**src/logic/itc_pkg.sv**
```systemverilog
// Shared constants and types for the three-channel interval timer
`default_nettype none
package itc_pkg;

	// ****************************************
	// Port map of the timer
	// ****************************************
	localparam int           ITC_NUM_CNT  = 3;
	localparam logic [1:0]   ITC_PORT_CMD = 2'h3;

	// ****************************************
	// Command byte fields
	// ****************************************
	localparam int           ITC_SEL_POS  = 6;
	localparam int           ITC_FMT_POS  = 4;
	localparam int           ITC_MODE_POS = 1;
	localparam int           ITC_BCD_POS  = 0;
	localparam logic [1:0]   ITC_SEL_BAD  = 2'h3;
	localparam logic [1:0]   ITC_FMT_LAT  = 2'h0;
	localparam logic [1:0]   ITC_FMT_LO   = 2'h1;
	localparam logic [1:0]   ITC_FMT_HI   = 2'h2;
	localparam logic [1:0]   ITC_FMT_WORD = 2'h3;

	// ****************************************
	// Reset values
	// ****************************************
	localparam logic [15:0]  ITC_CNT_RST  = 16'h0000;
	localparam logic [1:0]   ITC_FMT_RST  = 2'h1;

	// ****************************************
	// Controller registers on the bus
	// ****************************************
	localparam logic [7:0]   ITC_REG_REQ  = 8'h00;
	localparam logic [7:0]   ITC_REG_STAT = 8'h04;
	localparam int           ITC_REQ_DATA = 0;
	localparam int           ITC_REQ_PORT = 8;
	localparam int           ITC_REQ_RD   = 10;
	localparam int           ITC_ST_BUSY  = 0;
	localparam int           ITC_ST_DATA  = 8;

	// Operating modes
	typedef enum logic [2:0] {
		ITC_M0,
		ITC_M1,
		ITC_M2,
		ITC_M3,
		ITC_M4,
		ITC_M5
	} itc_mode_t;

	// Controller sequencer
	typedef enum logic [0:0] {
		ITC_H_IDLE,
		ITC_H_WAIT
	} itc_hstate_t;

endpackage
`default_nettype wire

```
**src/logic/itc_port_if.sv**
```systemverilog
// Byte-wide port between controller and timer
`timescale 1ns/10ps
`default_nettype none
interface itc_port_if;
	logic [1:0] addr;
	logic       wr;
	logic       rd;
	logic [7:0] wdata;
	logic [7:0] rdata;
	logic       ack;

	// Timer end
	modport dev (
		input  addr,
		input  wr,
		input  rd,
		input  wdata,
		output rdata,
		output ack
	);

	// Controller end
	modport host (
		output addr,
		output wr,
		output rd,
		output wdata,
		input  rdata,
		input  ack
	);
endinterface
`default_nettype wire

```
**src/logic/itc_timer.sv**
```systemverilog
// Three-channel interval timer, the device end of the port
//
// Our own choices: the register addresses and the Wishbone slave port.
`timescale 1ns/10ps
`default_nettype none

// What this block does
// - Mode 2 divides by N, one-clock low
// - Mode 2 rewrite waits for next period
// - Mode 2 gate low holds high, rise restarts
// - Mode 2 idle high until count written
// - Mode 3 even count steps by two
// - Mode 3 odd count subtracts one/three
// - Mode 4 counts after write, one-clock strobe
// - Mode 4 new count loads next clock
// - Mode 4 gate low suspends counting
// - Mode 5 trigger starts count, one-clock strobe
// - Mode 5 retrigger restarts full count
// - Host writes command before count
// - Count bytes follow chosen format
// - Count write leaves mode unchanged
// - Host keeps two-byte writes unbroken
// - Zero format field latches selected count
// - Latched value read low then high
// - Ports separate, commands act per counter
// - Format field: latch, low, high, both
// - Mode field decodes modes zero to five
// - Lowest command bit selects BCD counting
module itc_timer (
	// Clock and reset
	input  wire logic                            core_clk,
	input  wire logic                            rst_b,
	// Byte port from the controller
	itc_port_if.dev                              port,
	// Counter pins
	input  wire logic [itc_pkg::ITC_NUM_CNT-1:0] cnt_clk,
	input  wire logic [itc_pkg::ITC_NUM_CNT-1:0] cnt_gate,
	output logic      [itc_pkg::ITC_NUM_CNT-1:0] cnt_out
);
	import itc_pkg::*;

	// ****************************************
	// Helpers
	// ****************************************

	// Subtract 1..3 in binary or four-digit BCD; zero wraps to full scale
	function automatic logic [15:0] itc_sub(input logic [15:0] v, input logic [1:0] n, input logic bcd);
		logic [15:0] r;
		logic [4:0]  d;
		logic [1:0]  take;
		r = 16'h0000;
		d = 5'h00;
		take = n;
		if (!bcd) begin
			r = v - {14'h0000, n};
		end else begin
			for (int k = 0; k < 4; k++) begin
				d = {1'b0, v[4*k+:4]} - {3'h0, take};
				if (d[4]) begin
					d = d + 5'h0a;
					take = 2'h1;
				end else begin
					take = 2'h0;
				end
				r[4*k+:4] = d[3:0];
			end
		end
		return r;
	endfunction

	// Mode field decode, bit 2 ignored for modes 2 and 3
	function automatic itc_mode_t itc_decode(input logic [2:0] m);
		itc_mode_t r;
		r = ITC_M0;
		casez (m)
			3'b000: r = ITC_M0;
			3'b001: r = ITC_M1;
			3'b?10: r = ITC_M2;
			3'b?11: r = ITC_M3;
			3'b100: r = ITC_M4;
			3'b101: r = ITC_M5;
			default: r = ITC_M0;
		endcase
		return r;
	endfunction

	// ****************************************
	// Pin synchronisers and edge detect
	// ****************************************
	logic [ITC_NUM_CNT-1:0] clk_s1_r, clk_s2_r, clk_s3_r;
	logic [ITC_NUM_CNT-1:0] gate_s1_r, gate_s2_r, gate_s3_r;
	logic [ITC_NUM_CNT-1:0] tick, gate_rise;

	// Counter pins are asynchronous, two flops before use
	always_ff @(posedge core_clk or negedge rst_b) begin
		if (!rst_b) begin
			clk_s1_r  <= '0;
			clk_s2_r  <= '0;
			clk_s3_r  <= '0;
			gate_s1_r <= '1; // Idle-high gate gives no false rise
			gate_s2_r <= '1;
			gate_s3_r <= '1;
		end else begin
			clk_s1_r  <= cnt_clk;
			clk_s2_r  <= clk_s1_r;
			clk_s3_r  <= clk_s2_r;
			gate_s1_r <= cnt_gate;
			gate_s2_r <= gate_s1_r;
			gate_s3_r <= gate_s2_r;
		end
	end

	// Count on the falling edge of each counter clock
	assign tick      = clk_s3_r & ~clk_s2_r;
	assign gate_rise = gate_s2_r & ~gate_s3_r;

	// ****************************************
	// Port answer
	// ****************************************
	logic [ITC_NUM_CNT-1:0][7:0] rd_byte;
	logic [7:0]                  rdata_r;
	logic                        ack_r;

	// One-cycle ack after each strobe; command port reads as zero
	always_ff @(posedge core_clk or negedge rst_b) begin
		if (!rst_b) begin
			ack_r   <= 1'b0;
			rdata_r <= 8'h00;
		end else begin
			ack_r <= port.wr | port.rd;
			if (port.rd) begin
				rdata_r <= (port.addr == ITC_PORT_CMD) ? 8'h00 : rd_byte[port.addr];
			end
		end
	end

	assign port.ack   = ack_r;
	assign port.rdata = rdata_r;

	// ****************************************
	// Counters
	// ****************************************
	for (genvar i = 0; i < ITC_NUM_CNT; i++) begin : g_cnt
		itc_mode_t   mode_r;
		logic [1:0]  fmt_r;
		logic        bcd_r;
		logic [15:0] cr_r, ce_r, lat_r;
		logic        wr_hi_r, rd_hi_r, latched_r;
		logic        armed_r, load_r, trig_r, run_r, out_r;
		logic        cmd_hit, is_latch, cmd_prog, data_wr, data_rd, done_wr;
		logic        start, gate;
		logic [1:0]  step;
		logic [15:0] show;

		// Command acts only on the counter it names
		assign cmd_hit  = port.wr && port.addr == ITC_PORT_CMD
		                  && port.wdata[ITC_SEL_POS+:2] == 2'(i);
		assign is_latch = port.wdata[ITC_FMT_POS+:2] == ITC_FMT_LAT;
		assign cmd_prog = cmd_hit && !is_latch;
		assign data_wr  = port.wr && port.addr == 2'(i);
		assign data_rd  = port.rd && port.addr == 2'(i);
		assign done_wr  = data_wr && (fmt_r != ITC_FMT_WORD || wr_hi_r);
		assign gate     = gate_s2_r[i];
		assign start    = armed_r && (trig_r || (load_r && !run_r));
		// Odd count: one off in high phase, three off in low phase
		assign step     = !ce_r[0] ? 2'h2 : (out_r ? 2'h1 : 2'h3);

		// Mode, format and arithmetic held until the next command
		always_ff @(posedge core_clk or negedge rst_b) begin
			if (!rst_b) begin
				mode_r <= ITC_M0;
				fmt_r  <= ITC_FMT_RST;
				bcd_r  <= 1'b0;
			end else if (cmd_prog) begin
				mode_r <= itc_decode(port.wdata[ITC_MODE_POS+:3]);
				fmt_r  <= port.wdata[ITC_FMT_POS+:2];
				bcd_r  <= port.wdata[ITC_BCD_POS];
			end
		end

		// Count register assembly; a count write never touches the mode
		always_ff @(posedge core_clk or negedge rst_b) begin
			if (!rst_b) begin
				cr_r    <= ITC_CNT_RST;
				wr_hi_r <= 1'b0;
			end else if (cmd_prog) begin
				wr_hi_r <= 1'b0;
			end else if (data_wr) begin
				case (fmt_r)
					ITC_FMT_LO: cr_r <= {8'h00, port.wdata};
					ITC_FMT_HI: cr_r <= {port.wdata, 8'h00};
					ITC_FMT_WORD: begin
						if (wr_hi_r) begin
							cr_r[15:8] <= port.wdata;
						end else begin
							cr_r[7:0] <= port.wdata;
						end
						wr_hi_r <= ~wr_hi_r;
					end
					default: cr_r <= cr_r;
				endcase
			end
		end

		// Output latch freezes the count until readout finishes
		always_ff @(posedge core_clk or negedge rst_b) begin
			if (!rst_b) begin
				lat_r     <= ITC_CNT_RST;
				latched_r <= 1'b0;
				rd_hi_r   <= 1'b0;
			end else if (cmd_prog) begin
				latched_r <= 1'b0;
				rd_hi_r   <= 1'b0;
			end else if (cmd_hit && !latched_r) begin
				lat_r     <= ce_r;
				latched_r <= 1'b1;
			end else if (data_rd) begin
				if (fmt_r == ITC_FMT_WORD && !rd_hi_r) begin
					rd_hi_r <= 1'b1;
				end else begin
					rd_hi_r   <= 1'b0;
					latched_r <= 1'b0;
				end
			end
		end

		// Read byte follows the format and the read order
		assign show       = latched_r ? lat_r : ce_r;
		assign rd_byte[i] = (fmt_r == ITC_FMT_HI || (fmt_r == ITC_FMT_WORD && rd_hi_r))
		                    ? show[15:8] : show[7:0];

		// Counting element and output, one step per counter tick
		always_ff @(posedge core_clk or negedge rst_b) begin
			if (!rst_b) begin
				ce_r    <= ITC_CNT_RST;
				out_r   <= 1'b1;
				armed_r <= 1'b0;
				load_r  <= 1'b0;
				trig_r  <= 1'b0;
				run_r   <= 1'b0;
			end else if (cmd_prog) begin
				// Mode set: idle, mode 0 low, all others high
				out_r   <= itc_decode(port.wdata[ITC_MODE_POS+:3]) != ITC_M0;
				armed_r <= 1'b0;
				load_r  <= 1'b0;
				trig_r  <= 1'b0;
				run_r   <= 1'b0;
			end else begin
				// A write or trigger landing on a tick is never lost
				if (done_wr) begin
					armed_r <= 1'b1;
					load_r  <= 1'b1;
				end else if (tick[i] && (start || mode_r == ITC_M0 || mode_r == ITC_M4)) begin
					load_r <= 1'b0;
				end
				if (gate_rise[i]) begin
					trig_r <= 1'b1;
				end else if (tick[i]) begin
					trig_r <= 1'b0;
				end
				if ((mode_r == ITC_M2 || mode_r == ITC_M3) && !gate) begin
					out_r <= 1'b1;
				end else if (tick[i]) begin
					case (mode_r)
						ITC_M0, ITC_M4: begin
							if (load_r) begin
								ce_r  <= cr_r;
								run_r <= 1'b1;
							end else if (run_r && gate) begin
								ce_r <= itc_sub(ce_r, 2'h1, bcd_r);
								if (mode_r == ITC_M4) begin
									out_r <= ce_r != 16'h0001;
									run_r <= ce_r != 16'h0001;
								end else if (ce_r == 16'h0001) begin
									out_r <= 1'b1;
								end
							end else if (mode_r == ITC_M4) begin
								out_r <= 1'b1;
							end
						end
						ITC_M1, ITC_M5: begin
							if (trig_r && armed_r) begin
								ce_r  <= cr_r;
								run_r <= 1'b1;
								out_r <= mode_r == ITC_M5;
							end else if (run_r) begin
								ce_r  <= itc_sub(ce_r, 2'h1, bcd_r);
								run_r <= ce_r != 16'h0001;
								out_r <= (mode_r == ITC_M5) ? ce_r != 16'h0001 : ce_r == 16'h0001;
							end else begin
								out_r <= 1'b1;
							end
						end
						ITC_M2: begin
							if (start) begin
								ce_r  <= cr_r;
								run_r <= 1'b1;
								out_r <= 1'b1;
							end else if (run_r) begin
								// Reload only at the end of a period
								if (ce_r == 16'h0001) begin
									ce_r  <= cr_r;
									out_r <= 1'b1;
								end else begin
									ce_r  <= itc_sub(ce_r, 2'h1, bcd_r);
									out_r <= ce_r != 16'h0002;
								end
							end
						end
						ITC_M3: begin
							if (start) begin
								ce_r  <= cr_r;
								run_r <= 1'b1;
								out_r <= 1'b1;
							end else if (run_r) begin
								if (ce_r == {14'h0000, step}) begin
									ce_r  <= cr_r;
									out_r <= ~out_r;
								end else begin
									ce_r <= itc_sub(ce_r, step, bcd_r);
								end
							end
						end
						default: out_r <= 1'b1;
					endcase
				end
			end
		end

		assign cnt_out[i] = out_r;
	end

endmodule
`default_nettype wire

```
**src/flat_wrapper.sv**
```systemverilog
// flat-port wrapper written by rule: the top's interface ports become plain ports
module itc_timer_flat import itc_pkg::*;
  (core_clk, rst_b, cnt_clk, cnt_gate, cnt_out, port_addr, port_wr, port_rd, port_wdata, port_rdata, port_ack);
  itc_port_if port_i ();
  input  wire logic core_clk;
  input  wire logic rst_b;
  input  wire logic [itc_pkg::ITC_NUM_CNT-1:0] cnt_clk;
  input  wire logic [itc_pkg::ITC_NUM_CNT-1:0] cnt_gate;
  output logic      [itc_pkg::ITC_NUM_CNT-1:0] cnt_out;
  input wire logic [$bits(port_i.addr)-1:0] port_addr;
  input wire logic [$bits(port_i.wr)-1:0] port_wr;
  input wire logic [$bits(port_i.rd)-1:0] port_rd;
  input wire logic [$bits(port_i.wdata)-1:0] port_wdata;
  output wire logic [$bits(port_i.rdata)-1:0] port_rdata;
  output wire logic [$bits(port_i.ack)-1:0] port_ack;
  assign port_i.addr = port_addr;
  assign port_i.wr = port_wr;
  assign port_i.rd = port_rd;
  assign port_i.wdata = port_wdata;
  assign port_rdata = port_i.rdata;
  assign port_ack = port_i.ack;
  itc_timer u_core (.core_clk(core_clk), .rst_b(rst_b), .port(port_i), .cnt_clk(cnt_clk), .cnt_gate(cnt_gate), .cnt_out(cnt_out));
endmodule
```
**config.mk**
```make
export PLATFORM = sky130hd
export DESIGN_NAME = itc_timer_flat
export DESIGN_NICKNAME = d
export VERILOG_FILES = /design/src/logic/itc_pkg.sv /design/src/logic/itc_port_if.sv /design/src/logic/itc_timer.sv /design/src/flat_wrapper.sv
export SDC_FILE = /design/constraint.sdc
export NUM_CORES = 1
export LEC_CHECK = 0
export CAP_MARGIN = 20
export CORE_MARGIN = 5
export CORE_UTILIZATION = 40
export DETAILED_ROUTE_END_ITERATION = 10
export DONT_BUFFER_PORTS = 1
export PLACE_DENSITY = 0.65
export SLEW_MARGIN = 20
export SYNTH_ARGS = -nofsm -noshare
export SYNTH_HDL_FRONTEND = slang
export SYNTH_SLANG_ARGS = --single-unit
export TNS_END_PERCENT = 30
```
**constraint.sdc**
```tcl
create_clock -name core_clk -period 5.3 [get_ports core_clk]
set_input_delay 1.59 -clock core_clk [delete_from_list [all_inputs] [get_ports core_clk]]
set_output_delay 1.59 -clock core_clk [all_outputs]
set_load 0.005 [all_outputs]
```
=== Word-level counts from Yosys, hierarchy flattened ===
Cells that the tools add are included.

* Add/sub/neg operators: 90
* Equal/unequal tests: 103
* Multiply operators: 0
* Divide/modulo/power cells: 0
* Multiplexer cells: 550
* Reductions and logical operators: 156
* Bitwise gates (word level): 17
* $lt $le $gt $ge: 1
* Shift operators: 0

{| class="wikitable"
|+ Operator list
! operator !! count
|-
| $mux 16 || 45
|-
| $mux 2 || 270
|-
| $sub 4x2->5 || 39
|-
| $pmux 16 s4 || 3
|-
| $add 4x4->4 const B || 42
|-
| $mux 4 || 42
|-
| $mux 1 || 165
|-
| $pmux 16 s3 || 3
|-
| $mux 8 || 11
|-
| $ne 3x1->1 const B || 18
|-
| $reduce_bool 3->1 || 18
|-
| $eq 16x1->1 const B || 3
|-
| $eq 16x2->1 || 3
|-
| $ne 16x1->1 const B || 3
|-
| $ne 16x2->1 const B || 3
|-
| $sub 16x1->16 const B || 3
|-
| $sub 16x2->16 || 3
|-
| $logic_and 1x1->1 || 43
|-
| $ne 5x1->1 const B || 6
|-
| $ne 5x2->1 const B || 6
|-
| $reduce_bool 2->1 || 15
|-
| $eq 3x3->1 const B || 8
|-
| $ne 4x1->1 const B || 6
|-
| $reduce_and 2->1 || 12
|-
| other kinds (29) || 147
|}

* Register bits: 213
* Memories kept: 0
* ROM bits: 0
* Logic and storage cells: 970
* Output and inout bits: 12
* Bits in writable memories: 0
* Latch bits: 0

=== Longest topological paths before layout ===
* Depth in word-level cells: 40
* Gate-level depth with buffers: 21

=== Worst setup path before layout ===
Ideal clock, no wire load.

* Path type: flip-flop to flip-flop
* Start point: register u_core.g_cnt[1].ce_r[1]
* End point: register u_core.g_cnt[1].ce_r[15]
* Required time: 5165 ps
* Setup time: 135 ps
* Path slack: 553 ps
* Stages on the path, launching flop included: 20
* Data arrival time: 4612 ps
* Path through: dfrtp_1 inv_1 ha_1 nor3b_1 ha_1 ha_1 nor3b_1 ha_1 ha_1 nor3b_1 ha_1 ha_1 xor2_1 ha_1 nand2b_1 mux2_2 o22ai_1 a221o_1 a222oi_1 o21ai_0

* Longest elaborated chain between the ends: 38

{| class="wikitable"
|+ RTL lines
! element !! RTL line !! RTL
|-
| start: declaration || itc_timer.sv:147 || <nowiki>logic [15:0] cr_r, ce_r, lat_r;</nowiki>
|-
| start signal: assignment || itc_timer.sv:267 || <nowiki>ce_r <= cr_r;</nowiki>
|-
| start signal: assignment || itc_timer.sv:270 || <nowiki>ce_r <= itc_sub(ce_r, 2'h1, bcd_r);</nowiki>
|-
| start signal: assignment || itc_timer.sv:283 || <nowiki>ce_r <= cr_r;</nowiki>
|-
| $sub 4x2->5 or $sub 4x1->5 (tied branches) || itc_timer.sv:58 || <nowiki>d = {1'b0, v[4*k+:4]} - {3'h0, take};</nowiki>
|-
| $mux 1 || itc_timer.sv:59 || <nowiki>if (d[4]) begin</nowiki>
|-
| $mux 2 || itc_timer.sv:54 || <nowiki>if (!bcd) begin</nowiki>
|-
| $mux 2 (on tied branches) || itc_timer.sv:316, itc_timer.sv:301 ||
|-
| $mux 2 (on tied branches) || itc_timer.sv:315, itc_timer.sv:299 ||
|-
| $mux 2 (on tied branches) || itc_timer.sv:311, itc_timer.sv:295 ||
|-
| $mux 2 || itc_timer.sv:264 || <nowiki>case (mode_r)</nowiki>
|-
| $mux 2 || itc_timer.sv:263 || <nowiki>end else if (tick[i]) begin</nowiki>
|-
| (+22 left out) || - ||
|-
| $sub 4x2->5 || itc_timer.sv:58 ||
|-
| $add 4x4->4 || itc_timer.sv:60 || <nowiki>d = d + 5'h0a;</nowiki>
|-
| $mux 4 || itc_timer.sv:59 ||
|-
| $mux 16 || itc_timer.sv:54 ||
|-
| $mux 16 (on tied branches) || itc_timer.sv:316, itc_timer.sv:301 ||
|-
| $mux 16 (on tied branches) || itc_timer.sv:315, itc_timer.sv:299 ||
|-
| $mux 16 (on tied branches) || itc_timer.sv:311, itc_timer.sv:295 ||
|-
| $pmux 16 s4 * || itc_timer.sv:264 ||
|}

Mark *: on every way between the ends. The rest lies on a longest branch, timed or not. The select of a mux whose other input is x is not followed.
A chain may end at the register's enable or synchronous reset.

=== Worst setup path in the final report ===
* Start point: register u_core.g_cnt[0].ce_r[1]
* End point: register u_core.g_cnt[0].ce_r[14]

* Longest elaborated chain between the ends: 38

{| class="wikitable"
|+ RTL lines
! element !! RTL line
|-
| start: declaration || itc_timer.sv:147
|-
| start signal: assignment || itc_timer.sv:267
|-
| start signal: assignment || itc_timer.sv:270
|-
| start signal: assignment || itc_timer.sv:283
|-
| $sub 4x2->5 or $sub 4x1->5 (tied branches) || itc_timer.sv:58
|-
| $mux 1 || itc_timer.sv:59
|-
| $mux 2 || itc_timer.sv:54
|-
| $mux 2 (on tied branches) || itc_timer.sv:316, itc_timer.sv:301
|-
| $mux 2 (on tied branches) || itc_timer.sv:315, itc_timer.sv:299
|-
| $mux 2 (on tied branches) || itc_timer.sv:311, itc_timer.sv:295
|-
| $mux 2 || itc_timer.sv:264
|-
| $mux 2 || itc_timer.sv:263
|-
| (+22 left out) || -
|-
| $sub 4x2->5 || itc_timer.sv:58
|-
| $add 4x4->4 || itc_timer.sv:60
|-
| $mux 4 || itc_timer.sv:59
|-
| $mux 16 || itc_timer.sv:54
|-
| $mux 16 (on tied branches) || itc_timer.sv:316, itc_timer.sv:301
|-
| $mux 16 (on tied branches) || itc_timer.sv:315, itc_timer.sv:299
|-
| $mux 16 (on tied branches) || itc_timer.sv:311, itc_timer.sv:295
|-
| $pmux 16 s4 * || itc_timer.sv:264
|}

Marked as above.

==> metrics.md <==
| Metric | Value |
|---|---|
| Status | completed |
| Detailed-route DRC error count | 0 |
| Die height | 208.2 µm |
| Clock skew | 0.02028 ns |
| Num CTS Buffers | 25 |
| Die footprint | 0.04333 mm² |
| CTS Sinks | 213 |
| Hpwl dp | 33.09 mm |
| Drt total wl | 46.73 mm |
| Net Sw Power | 4.104 mW |
| Pleak | 7.010 nW |
| GRT Overall Usage | 0.2065 |
| Area delta synth->final | 7.425% |
| WS Path Type | register to register |
| Sequential area share after synthesis | 0.3406 |
| CTS H-tree lvls | 1 |
| Worst r2r path cells | 19 |
| Fmax | 0.2034 GHz |
| WHS Endpoint | u_core.clk_s2_r[0] |
| Sequential share of power | 0.338 |
| Cell area after synthesis | 0.01571 mm² |
| N_diodes | 0 |
| CP Data Arrival Time | 5.30 ns |
| Syn nets | 1,962 |
| Drt wl/cell | 20.23 µm |
| First-pass GRT wire length | 73.95 mm |
| Root Buffer | clkbuf_16 |
| Synthesized flop and latch total | 213 |
| Reg2reg end | u_core.g_cnt[0].ce_r[14] |
| Synth Flop Type | dfrtp_1 |
| CP startpoint kind | register |
| Initial antenna violation count | 0 |
| Later-pin clock latency in the skew report | 0.55 ns |
| Die span in x | 208.2 µm |
| Crit Path Max Fanout | 9 |
| Final setup margin | 0.3847 ns |
| Least-Margin Pin Slew | 1.115 ns |
| Largest net degree at the start of global routing | 214 |
| Endpoints failing hold | 0 |
| Synth unique cells | 82 |
| Routed Antenna Nets | 0 |
| Hold Path Class | register to register |
| Number of enable flip-flop cells after synthesis | 0 |
| Total gr overflow | 0 |
| GPL Wtd Cong | 0.9151 |
| Final setup fails | 0 |
| Min cycle time layout | 4.915 ns |
| Initial Utilization | 0.4054 |
| Num ports | 32 |
| Sw Share | 0.4538 |
| Area of the core | 0.03874 mm² |
| Place WS | 0.1008 ns |
| Yosys warns | 0 |
| Final period utilization | 0.9274 |
| Most frequent cells in the layout | nand2_1 (287), dfrtp_1 (198), o21ai_0 (152) |
| RSZ-0062 raised after global routing | no |
| Std cell rows | 72 |
| Vias per cell | 6.048 |
| Worst reg2reg startpoint | u_core.g_cnt[0].ce_r[1] |
| Vias | 13,970 |
| DRT Pass-1 Iters | 6 |
| Clk pwr share | 0.194 |
| Pint | 4.940 mW |
| Vias in the first global route | 13,140 |
| Nets | 1,875 |
| PwrDens | 536.1 mW/mm² |
| Register-to-register setup slack | 0.38 ns |
| Ys async rst share | 1.000 |
| Synth Area per Inst | 8.439 µm² |
| Gate power share | 0.468 |
| Peak supply drop | 242.4 µV |
| CTS tree | built |
| Clk buf depth | 3 |
| CTS clock-pin slew for the worst setup and hold paths | 0.07 ns |
| Worst Min Path Start | u_core.clk_s1_r[0] |
| Worst Path Required | 5.69 ns |
| Hold path cells | 0 |
| Max Cap Viol | 0 |
| IO buf count | 0 |
| Fin. max-slew vios | 0 |
| CP endpoint kind | register |
| Drt first-iter violations | 1,582 |
| Fraction of layout cells with a size suffix above 1 | 0.1060 |
| Setup TNS | 0 ns |
| Synthesized instance count | 1,861 |
| Commonest non-fill, non-tap cell in the layout | nand2_1 |
| Max_slew headroom | 0.2496 |
==> layer usage <==
metal  GRT usage  part of all wire  up-vias
li1            -                 -     6551
met1      0.2909              0.44     6797
met2      0.3360              0.46      544
met3     0.02711             0.063       78
met4     0.05798             0.029        0
met5           0                 0        -
==> critical path, stage by stage (launching register included) <==
cell	delay, ns
dfrtp_1	0.49
inv_1	0.15
ha_1	0.26
nor3b_2	0.37
ha_1	0.24
ha_1	0.23
inv_1	0.09
nor3_1	0.36
ha_1	0.28
ha_1	0.25
nor3b_2	0.27
ha_1	0.22
ha_1	0.24
xor2_1	0.18
ha_1	0.25
o211ai_1	0.20
a21oi_1	0.10
a31o_2	0.24
a222oi_1	0.23
o21ai_0	0.11
==> flip-flops by register name, summed over array words and instances (netlist names), 6 cells and up <==
signal	cells
u_core.g_cnt.cr_r	48
u_core.g_cnt.mode_r	9
u_core.port.rdata	8
u_core.g_cnt.fmt_r	6
u_core.g_cnt.lat_r	48
u_core.g_cnt.ce_r	48
==> metrics by stage <==
stage | utilization | total power [mW] | std cells | hold slack, ns | cell area [µm²]
after floorplan | - | 6.034 | 1861 | 0.3312 | 15710
after global placement | 0.4132 | 7.079 | 2265 | 0.3344 | 16010
after detailed placement | 0.4132 | 7.198 | 2265 | 0.3379 | 16010
after CTS | 0.4343 | 8.992 | 2310 | 0.3521 | 16820
after global routing | 0.4355 | 9.689 | 2310 | 0.3536 | 16870
final | 0.4355 | 9.045 | 2310 | 0.3495 | 16870
==> cells by family (layout without fill, tap and decap cells) <==
family / count (synthesis) / in the layout / share of synthesized area
compound gates: 506 / 506 / 0.2106
mux: 77 / 77 / 0.07114
simple gates: 674 / 674 / 0.2097
buf+inv: 226 / 157 / 0.05664
xor+xnor: 84 / 84 / 0.04685
fa+ha+maj: 81 / 81 / 0.06453
flops: 213 / 213 / 0.3406
==> power by group through the flow <==
stage	sequential (mW)	combinational, mW	clock, mW
after detailed placement	3.05	4.15	0
after global placement	3.03	4.05	0
after CTS	3.02	4.17	1.79
after global routing	3.13	4.69	1.86
final	3.06	4.23	1.75
after floorplan	2.43	3.60	0
==> synth_stat cells (32+ instances only) <==
cell      count  area, µm²
nand2_1     287       1077
dfrtp_1     198       4955
o21ai_0     152      760.7
clkbuf_1    117      439.2
a21oi_1     112      560.5
nor2_1      100      375.4
inv_1        84      315.3
ha_1         81       1013
xnor2_1      58      508.0
nand2b_1     42      262.8
mux2_2       34      382.9
nand3_1      32      160.2
nor3_1       32      160.2
==> final cells by class <==
cell class	count	area, µm²
clock inverter	13	136.4
timing repair buffer	26	195.2
clock buffer	32	681.9
tap	518	648.1
inverter	86	322.8
fill	3787	21870
sequential	213	5349
multi-input combinational	1422	9538
==> timing repair <==
item,in CTS,in global routing
setup endpoints to repair,0,4
setup buffers,0,0
gates resized for setup,0,6
hold buffers,0,0
==> worst max-delay path by stage <==
stage,start,end
after CTS,u_core.g_cnt[1].ce_r[1],u_core.g_cnt[1].ce_r[15]
after global routing,u_core.g_cnt[1].ce_r[1],u_core.g_cnt[1].ce_r[15]
after floorplan,u_core.g_cnt[1].ce_r[1],u_core.g_cnt[1].ce_r[15]
after detailed placement,u_core.g_cnt[1].ce_r[1],u_core.g_cnt[1].ce_r[15]
final,u_core.g_cnt[0].ce_r[1],u_core.g_cnt[0].ce_r[14]
after global placement,u_core.g_cnt[1].ce_r[1],u_core.g_cnt[1].ce_r[15]
Power figures use the tool's default switching activity.
